## config.mk

```make
export PLATFORM = sky130hd
export DESIGN_NAME = ppp_port
export DESIGN_NICKNAME = d
export VERILOG_FILES = /design/src/verilog/ppp_pkg.sv /design/src/verilog/ppp_evt.sv /design/src/verilog/ppp_port.sv
export SDC_FILE = /design/constraint.sdc
export NUM_CORES = 1
export LEC_CHECK = 0
export BUFFER_PORTS_ARGS = -buffer_cell sky130_fd_sc_hd__clkbuf_2
export CAP_MARGIN = 30
export CORE_UTILIZATION = 39
export CTS_BUF_LIST = sky130_fd_sc_hd__clkbuf_8
export DETAILED_ROUTE_END_ITERATION = 16
export PLACE_DENSITY = 0.8
export SYNTH_ARGS = -nofsm -noshare
export SYNTH_HDL_FRONTEND = slang
export SYNTH_SLANG_ARGS = --single-unit
export TNS_END_PERCENT = 30
```

## constraint.sdc

```tcl
create_clock -name pclk -period 2.1 [get_ports pclk]
set_input_delay 0.105 -clock pclk [delete_from_list [all_inputs] [get_ports pclk]]
set_output_delay 0.105 -clock pclk [all_outputs]
set_load 0.02 [all_outputs]
```

## src/verilog/ppp_pkg.sv

```systemverilog
// Purpose: Shared constants and carriers for the printer parallel port.
// Assumes: APB with 32-bit data; each register takes one aligned word.
// Notes:   Byte address of a register is four times its index.
package ppp_pkg;

   localparam int ADDR_W = 5;

   // Register indices; byte address is four times the index
   localparam logic [2:0] IDX_DATA = 3'h0;
   localparam logic [2:0] IDX_COND = 3'h1;
   localparam logic [2:0] IDX_CMD  = 3'h2;
   localparam logic [2:0] IDX_IST  = 3'h3;
   localparam logic [2:0] IDX_IMSK = 3'h4;
   localparam logic [2:0] IDX_LAST = IDX_IMSK;

   // Command register bit positions
   localparam int CMD_STROBE = 0;
   localparam int CMD_AUTOLF = 1;
   localparam int CMD_INIT_N = 2;
   localparam int CMD_SELIN  = 3;
   localparam int CMD_ACKIE  = 4;
   localparam int CMD_DIR    = 5;
   localparam int CMD_W      = 6;

   // Condition register bit positions
   localparam int COND_BUSY  = 7;
   localparam int COND_ACK_N = 6;
   localparam int COND_PEND  = 5;
   localparam int COND_SEL   = 4;
   localparam int COND_ERR_N = 3;

   // Interrupt event bit positions
   localparam int EVT_ACK  = 0;
   localparam int EVT_ERR  = 1;
   localparam int EVT_PEND = 2;
   localparam int EVT_W    = 3;

   // Values after reset, and the fixed low condition bits
   localparam logic [7:0]       DATA_RST = 8'h00;
   localparam logic [CMD_W-1:0] CMD_RST  = 6'h04;
   localparam logic [EVT_W-1:0] IMSK_RST = 3'h1;
   localparam logic [2:0]       COND_LOW = 3'h0;

   typedef struct packed {
      logic       busy;
      logic       ack_n;
      logic       paper_end;
      logic       selected;
      logic       error_n;
      logic [7:0] data_in;
   } ppp_pins_in_s;

   typedef struct packed {
      logic [7:0] data_out;
      logic       data_oe;
      logic       strobe_n;
      logic       auto_lf_n;
      logic       init_n;
      logic       select_in_n;
   } ppp_pins_out_s;

endpackage

```

## src/verilog/ppp_evt.sv

```systemverilog
// Purpose: Sticky event flags, cleared by writing a one.
// Assumes: Set and clear are one-cycle qualified pulses.
// Notes:   A set in the clearing cycle wins, so no event is lost.
`timescale 1ns/10ps
module ppp_evt #(
   parameter int W = 3
) (
   input  wire logic         pclk,
   input  wire logic         presetn,
   input  wire logic [W-1:0] set,
   input  wire logic         clr_en,
   input  wire logic [W-1:0] clr_bits,
   output      logic [W-1:0] flags
);

   typedef struct packed {
      logic [W-1:0] flag;
   } ppp_evt_s;

   ppp_evt_s st;
   ppp_evt_s next_st;

   always_comb begin
      next_st = st;
      for (int i = 0; i < W; i++) begin
         if (set[i]) begin
            next_st.flag[i] = 1'b1;
         end else if (clr_en && clr_bits[i]) begin
            next_st.flag[i] = 1'b0;
         end
      end
   end

   always_ff @(posedge pclk or negedge presetn) begin
      if (!presetn) begin
         st <= '0;
      end else begin
         st <= next_st;
      end
   end

   assign flags = st.flag;

endmodule

```

## src/verilog/ppp_port.sv

```systemverilog
// What this block does
// - Write at data offset loads output latch; read returns latch contents, or the data inputs while command bit 5 is set.
// - Read at condition offset returns live printer handshake and condition inputs.
// - Write at command offset updates control latch; read returns latched bits 4 to 0.
// - Condition bit 7 shows busy; host waits while it is set.
// - Condition bit 6 shows the acknowledge input level.
// - Condition bit 5 reads one when paper has run out.
// - Condition bit 4 reads one when the printer is selected.
// - Condition bit 3 reads zero on printer error, else one.
// - Command bit 5 is write-only; one disables data drivers for input.
// - Command bit 4 enables interrupt on acknowledge rising edge; else none.
// - Command bit 3 set asserts select-in toward the printer.
// - Command bit 1 set asserts the auto line-feed output.
// - Eight data bits are presented in parallel to the peripheral.
//
// Purpose: Printer parallel port with APB register access.
// Assumes: Printer inputs are synchronous to pclk.
// Notes:   Reads are answered after one wait-free access phase.
`timescale 1ns/10ps
module ppp_port (
   input  wire logic                       pclk,
   input  wire logic                       presetn,
   input  wire logic                       psel,
   input  wire logic                       penable,
   input  wire logic                       pwrite,
   input  wire logic [ppp_pkg::ADDR_W-1:0] paddr,
   input  wire logic [31:0]                pwdata,
   input  wire logic [3:0]                 pstrb,
   output      logic [31:0]                prdata,
   output      logic                       pready,
   output      logic                       pslverr,
   output      logic                       irq,
   input  wire ppp_pkg::ppp_pins_in_s      pins_in,
   output      ppp_pkg::ppp_pins_out_s     pins_out
);

   typedef struct packed {
      logic [7:0]                data_latch;
      logic [ppp_pkg::CMD_W-1:0] cmd;
      logic [ppp_pkg::EVT_W-1:0] imsk;
      logic                      ack_prev;
      logic                      err_prev;
      logic                      pend_prev;
      logic [31:0]               rdata;
      logic                      rerr;
   } ppp_state_s;

   ppp_state_s                st;
   ppp_state_s                next_st;
   logic [ppp_pkg::EVT_W-1:0] evt_set;
   logic [ppp_pkg::EVT_W-1:0] ist;
   logic                      acc;
   logic                      wr_ok;
   logic                      ist_clr;

   // Full decode: unaligned or out-of-range addresses answer with an error
   function automatic logic ppp_hit(input logic [ppp_pkg::ADDR_W-1:0] a);
      logic [ppp_pkg::ADDR_W-3:0] idx;
      idx = a[ppp_pkg::ADDR_W-1:2];
      return (a[1:0] == 2'h0) && (idx <= 3'(ppp_pkg::IDX_LAST));
   endfunction

   function automatic logic [2:0] ppp_idx(input logic [ppp_pkg::ADDR_W-1:0] a);
      return a[4:2];
   endfunction

   // Read data is captured in the setup phase so prdata comes from a flop
   function automatic logic [7:0] ppp_rd(input ppp_state_s s,
                                         input ppp_pkg::ppp_pins_in_s p,
                                         input logic [ppp_pkg::EVT_W-1:0] ev,
                                         input logic [2:0] idx);
      logic [7:0] v;
      v = 8'h00;
      unique case (idx)
         ppp_pkg::IDX_DATA: begin
            v = s.cmd[ppp_pkg::CMD_DIR] ? p.data_in : s.data_latch;
         end
         ppp_pkg::IDX_COND: begin
            v[ppp_pkg::COND_BUSY]  = p.busy;
            v[ppp_pkg::COND_ACK_N] = p.ack_n;
            v[ppp_pkg::COND_PEND]  = p.paper_end;
            v[ppp_pkg::COND_SEL]   = p.selected;
            v[ppp_pkg::COND_ERR_N] = p.error_n;
            v[2:0]                 = ppp_pkg::COND_LOW;
         end
         ppp_pkg::IDX_CMD: begin
            // Direction bit is write-only and reads as zero
            v[ppp_pkg::CMD_DIR-1:0] = s.cmd[ppp_pkg::CMD_DIR-1:0];
         end
         ppp_pkg::IDX_IST: begin
            v[ppp_pkg::EVT_W-1:0] = ev;
         end
         ppp_pkg::IDX_IMSK: begin
            v[ppp_pkg::EVT_W-1:0] = s.imsk;
         end
         default: begin
            v = 8'h00;
         end
      endcase
      return v;
   endfunction

   assign acc     = psel && penable;
   assign wr_ok   = acc && pwrite && pstrb[0] && ppp_hit(paddr);
   assign ist_clr = wr_ok && (ppp_idx(paddr) == ppp_pkg::IDX_IST);

   // Edge events; the acknowledge event needs its enable in the command latch
   always_comb begin
      evt_set                    = '0;
      evt_set[ppp_pkg::EVT_ACK]  = pins_in.ack_n && !st.ack_prev
                                   && st.cmd[ppp_pkg::CMD_ACKIE];
      evt_set[ppp_pkg::EVT_ERR]  = !pins_in.error_n && st.err_prev;
      evt_set[ppp_pkg::EVT_PEND] = pins_in.paper_end && !st.pend_prev;
   end

   ppp_evt #(
      .W (ppp_pkg::EVT_W)
   ) u_evt (
      .pclk     (pclk),
      .presetn  (presetn),
      .set      (evt_set),
      .clr_en   (ist_clr),
      .clr_bits (pwdata[ppp_pkg::EVT_W-1:0]),
      .flags    (ist)
   );

   always_comb begin
      next_st           = st;
      next_st.ack_prev  = pins_in.ack_n;
      next_st.err_prev  = pins_in.error_n;
      next_st.pend_prev = pins_in.paper_end;
      if (psel && !penable) begin
         next_st.rerr  = !ppp_hit(paddr);
         next_st.rdata = '0;
         if (!pwrite && ppp_hit(paddr)) begin
            next_st.rdata[7:0] = ppp_rd(st, pins_in, ist, ppp_idx(paddr));
         end
      end
      if (wr_ok) begin
         unique case (ppp_idx(paddr))
            ppp_pkg::IDX_DATA: begin
               next_st.data_latch = pwdata[7:0];
            end
            ppp_pkg::IDX_CMD: begin
               next_st.cmd = pwdata[ppp_pkg::CMD_W-1:0];
            end
            ppp_pkg::IDX_IMSK: begin
               next_st.imsk = pwdata[ppp_pkg::EVT_W-1:0];
            end
            default: begin
               next_st.imsk = st.imsk;
            end
         endcase
      end
   end

   always_ff @(posedge pclk or negedge presetn) begin
      if (!presetn) begin
         st.data_latch <= ppp_pkg::DATA_RST;
         st.cmd        <= ppp_pkg::CMD_RST;
         st.imsk       <= ppp_pkg::IMSK_RST;
         st.ack_prev   <= 1'b1;
         st.err_prev   <= 1'b1;
         st.pend_prev  <= 1'b0;
         st.rdata      <= '0;
         st.rerr       <= 1'b0;
      end else begin
         st <= next_st;
      end
   end

   // Zero-wait access phase; read data was prepared during setup
   assign pready  = 1'b1;
   assign prdata  = st.rdata;
   assign pslverr = acc && st.rerr;

   // Interrupt needs both the acknowledge enable and an unmasked flag
   assign irq = st.cmd[ppp_pkg::CMD_ACKIE] && |(ist & st.imsk);

   always_comb begin
      pins_out.data_out    = st.data_latch;
      pins_out.data_oe     = !st.cmd[ppp_pkg::CMD_DIR];
      pins_out.strobe_n    = !st.cmd[ppp_pkg::CMD_STROBE];
      pins_out.auto_lf_n   = !st.cmd[ppp_pkg::CMD_AUTOLF];
      pins_out.init_n      = st.cmd[ppp_pkg::CMD_INIT_N];
      pins_out.select_in_n = !st.cmd[ppp_pkg::CMD_SELIN];
   end

endmodule

```

==> run metrics <==
Overflow after GRT=0; sw power=0.000364 W; row count=25; layout cells sized above 1=0.457; Final Hold Viols=0; Yosys Warn Count=0; Data arrival, critical path=1.74 ns; total track usage=0.158; RSZ-0062 raised after global routing=no; vias in the first global route=1290; combinational share of power=0.173; setup slack at placement=0.458 ns; crit path buf inv count=0; Antenna diodes=0; crit path cell chain=mux2_2 -> a221oi_1 -> o21ai_0; largest net degree at the start of global routing=33; drt drc=0; Num CTS Buffers=5; drt total wl=3810 µm; placed wire-length estimate=2950 µm; Max-cap violations=0; Vias/cell=4.64; Yosys top cell by area=dfrtp_1; delay-heaviest family, CP=flip-flops; initial core utilization=0.409; via count=1346; Power, Total=0.00132 W; part of the power in registers=0.506; DRC marker count from the first detailed-route iteration=64; Die H=72.6 µm; die area=5280 µm²; final setup violation count=0; clk buf depth=2; Max FO, Critical Path=10; drt wl/cell=13.1 µm; worst hold path type=in -> reg; Seq cells post-synth=32; # port buffers=54; Slew Viols, Final=0; H-Tree Depth=2; Req. time, crit path=2.25 ns; # nets final=281; clock slew at reported path FFs=0.06 ns; P_int=0.000956 W; Detail Route Antenna Nets=0; worst slew pin tran=0.763 ns; clock power share=0.321; Rel. slew slack=0.491; power per cell area=602 nW/µm²; CTS tree=yes; clock root buffer=clkbuf_8; CP Class=reg -> reg; Initial DRT Pass Iterations=4; synthesized area=1950 µm²; clk sink count=32; slowest CP cell=dfrtp_1; setup TNS=0 ns; initial antenna violation count=0; area delta synth->final=12.8%; first-pass GRT wire length=6180 µm; minimum clock period=1.59 ns; Synth cell types=35; Placer Congestion=0.810; CP peak stage delay=0.61 ns; critical path launch point type=flip-flop; fmax=629 MHz; worst skew pair latency=0.28 ns; Lkg Pwr=1.11 nW; Max VDD drop=0.273 mV; sequential area share after synthesis=0.414; CP Capture Type=flip-flop; outcome=completed; Final Skew=0.00703 ns; Sw Ratio=0.276; cells after synthesis=177; syn_area_per_cell=11.0 µm²; DIE WIDTH=72.6 µm; core box area=4750 µm²; Synth top area share=0.360; Final Cycle Share=0.757; Final WS setup=0.509 ns; r2r setup slk=0.51 ns; io pins=107; synth top area cells=dfrtp_1 36%, buf_4 17%, mux2_2 16%
==> layer usage <==
| metal | up-vias | global-route usage | share of wire |
|---|---|---|---|
| met3 | 5 | 0.0442 | 0.078 |
| li1 | 647 | - | - |
| met4 | 0 | 0.0806 | 0.014 |
| met1 | 637 | 0.204 | 0.44 |
| met5 | - | 0 | 0 |
| met2 | 57 | 0.244 | 0.47 |
==> synth_stat cells <==
master and n:
buf_4 43, dfrtp_1 28, mux2_2 28, nand2_1 10, a22oi_1 6, inv_1 6, nand4_1 5, clkbuf_1 4
dfstp_2 4, mux2i_1 3, nand2b_1 3, nor2b_1 3, o211ai_1 3, o21ai_0 3, o31ai_1 3, a221oi_1 2
a22o_1 2, and3b_1 2, conb_1 2, nor2_1 2, a21oi_1 1, a222oi_1 1, a32oi_1 1, and3_1 1
and4_1 1, buf_6 1, nor3_1 1, nor3b_1 1, nor3b_2 1, nor4_4 1, nor4b_4 1, o2bb2ai_1 1
or2_2 1, or2_4 1, or4_4 1
==> cell usage in the layout, fill, tap and decap left out, types with 5 or more instances in the layout <==
cell      Yosys  routed
clkbuf_8      0       5
a22oi_1       6       6
nand2_1      10      10
conb_1        2      25
buf_4        43       5
mux2_2       28      28
dfrtp_1      28      28
inv_1         6       9
clkbuf_2      0      54
nand4_1       5       5
==> worst reg2reg max path: cells and delay by family (launching register included) <==
family,cells,cell delay [ns]
flops,1,0.61
mux,1,0.40
compound gates,2,0.45
==> state kept, by name, indices dropped and copies added (netlist names) <==
| name | flops |
|---|---|
| st | 12 |
| u_evt.flags | 3 |
| prdata | 8 |
| pins_out | 9 |
==> through the flow <==
step / instance area, µm² / std cells / utilization / hold slack, ns
3_3_place_gp: 2070 / 278 / 0.436 / 0.213
5_1_grt: 2190 / 290 / 0.462 / 0.0648
3_5_place_dp: 2070 / 278 / 0.436 / 0.222
4_1_cts: 2190 / 290 / 0.462 / 0.0505
6_report: 2190 / 290 / 0.462 / 0.0550
2_1_floorplan: 2030 / 200 / - / -0.191
==> path summary, 6_finish.rpt <==
| check | endpoint | from | cells after the start |
|---|---|---|---|
| hold reg to reg | prdata[6] | prdata[6] | 2 |
| max in group asynchronous | pins_out[6] | presetn | 2 |
| setup / recovery | prdata[4] | st[44] | 3 |
| min in group asynchronous | st[44] | presetn | 2 |
| setup reg to reg | prdata[4] | st[44] | 3 |
| hold / removal | pins_out[11] | pwdata[6] | 2 |
==> power groups by stage <==
stage / clock network [W] / registers [W] / logic, W
finish: 0.000424 / 0.000669 / 0.000228
global route: 0.000467 / 0.000673 / 0.000250
CTS: 0.000438 / 0.000669 / 0.000229
detailed placement: 0 / 0.000680 / 0.000222
global placement: 0 / 0.000679 / 0.000219
floorplan: 0 / 0.000670 / 0.000195
==> layout make-up <==
cell class / count / area [µm²]
Multi-Input combinational cell: 114 / 855
Timing Repair Buffer: 63 / 348
Clock inverter: 3 / 11.3
Clock buffer: 5 / 68.8
Fill cell: 475 / 2560
Inverter: 6 / 22.5
Sequential cell: 32 / 806
Tap cell: 67 / 83.8
==> cells by family after synthesis <==
kind of cell    Yosys count  synth area share
compound gates           23            0.0887
simple gates             35             0.125
mux                      31             0.177
flops                    32             0.414
buf+inv                  54             0.191
other cells               2           0.00386
==> timing repair <==
action / in CTS / in global routing
endpoints found under the hold margin: 31 / 0
setup buffers: 0 / 0
hold buffers: 4 / 0
gates resized for setup: 0 / 0
(Power assumes the default switching activity.)
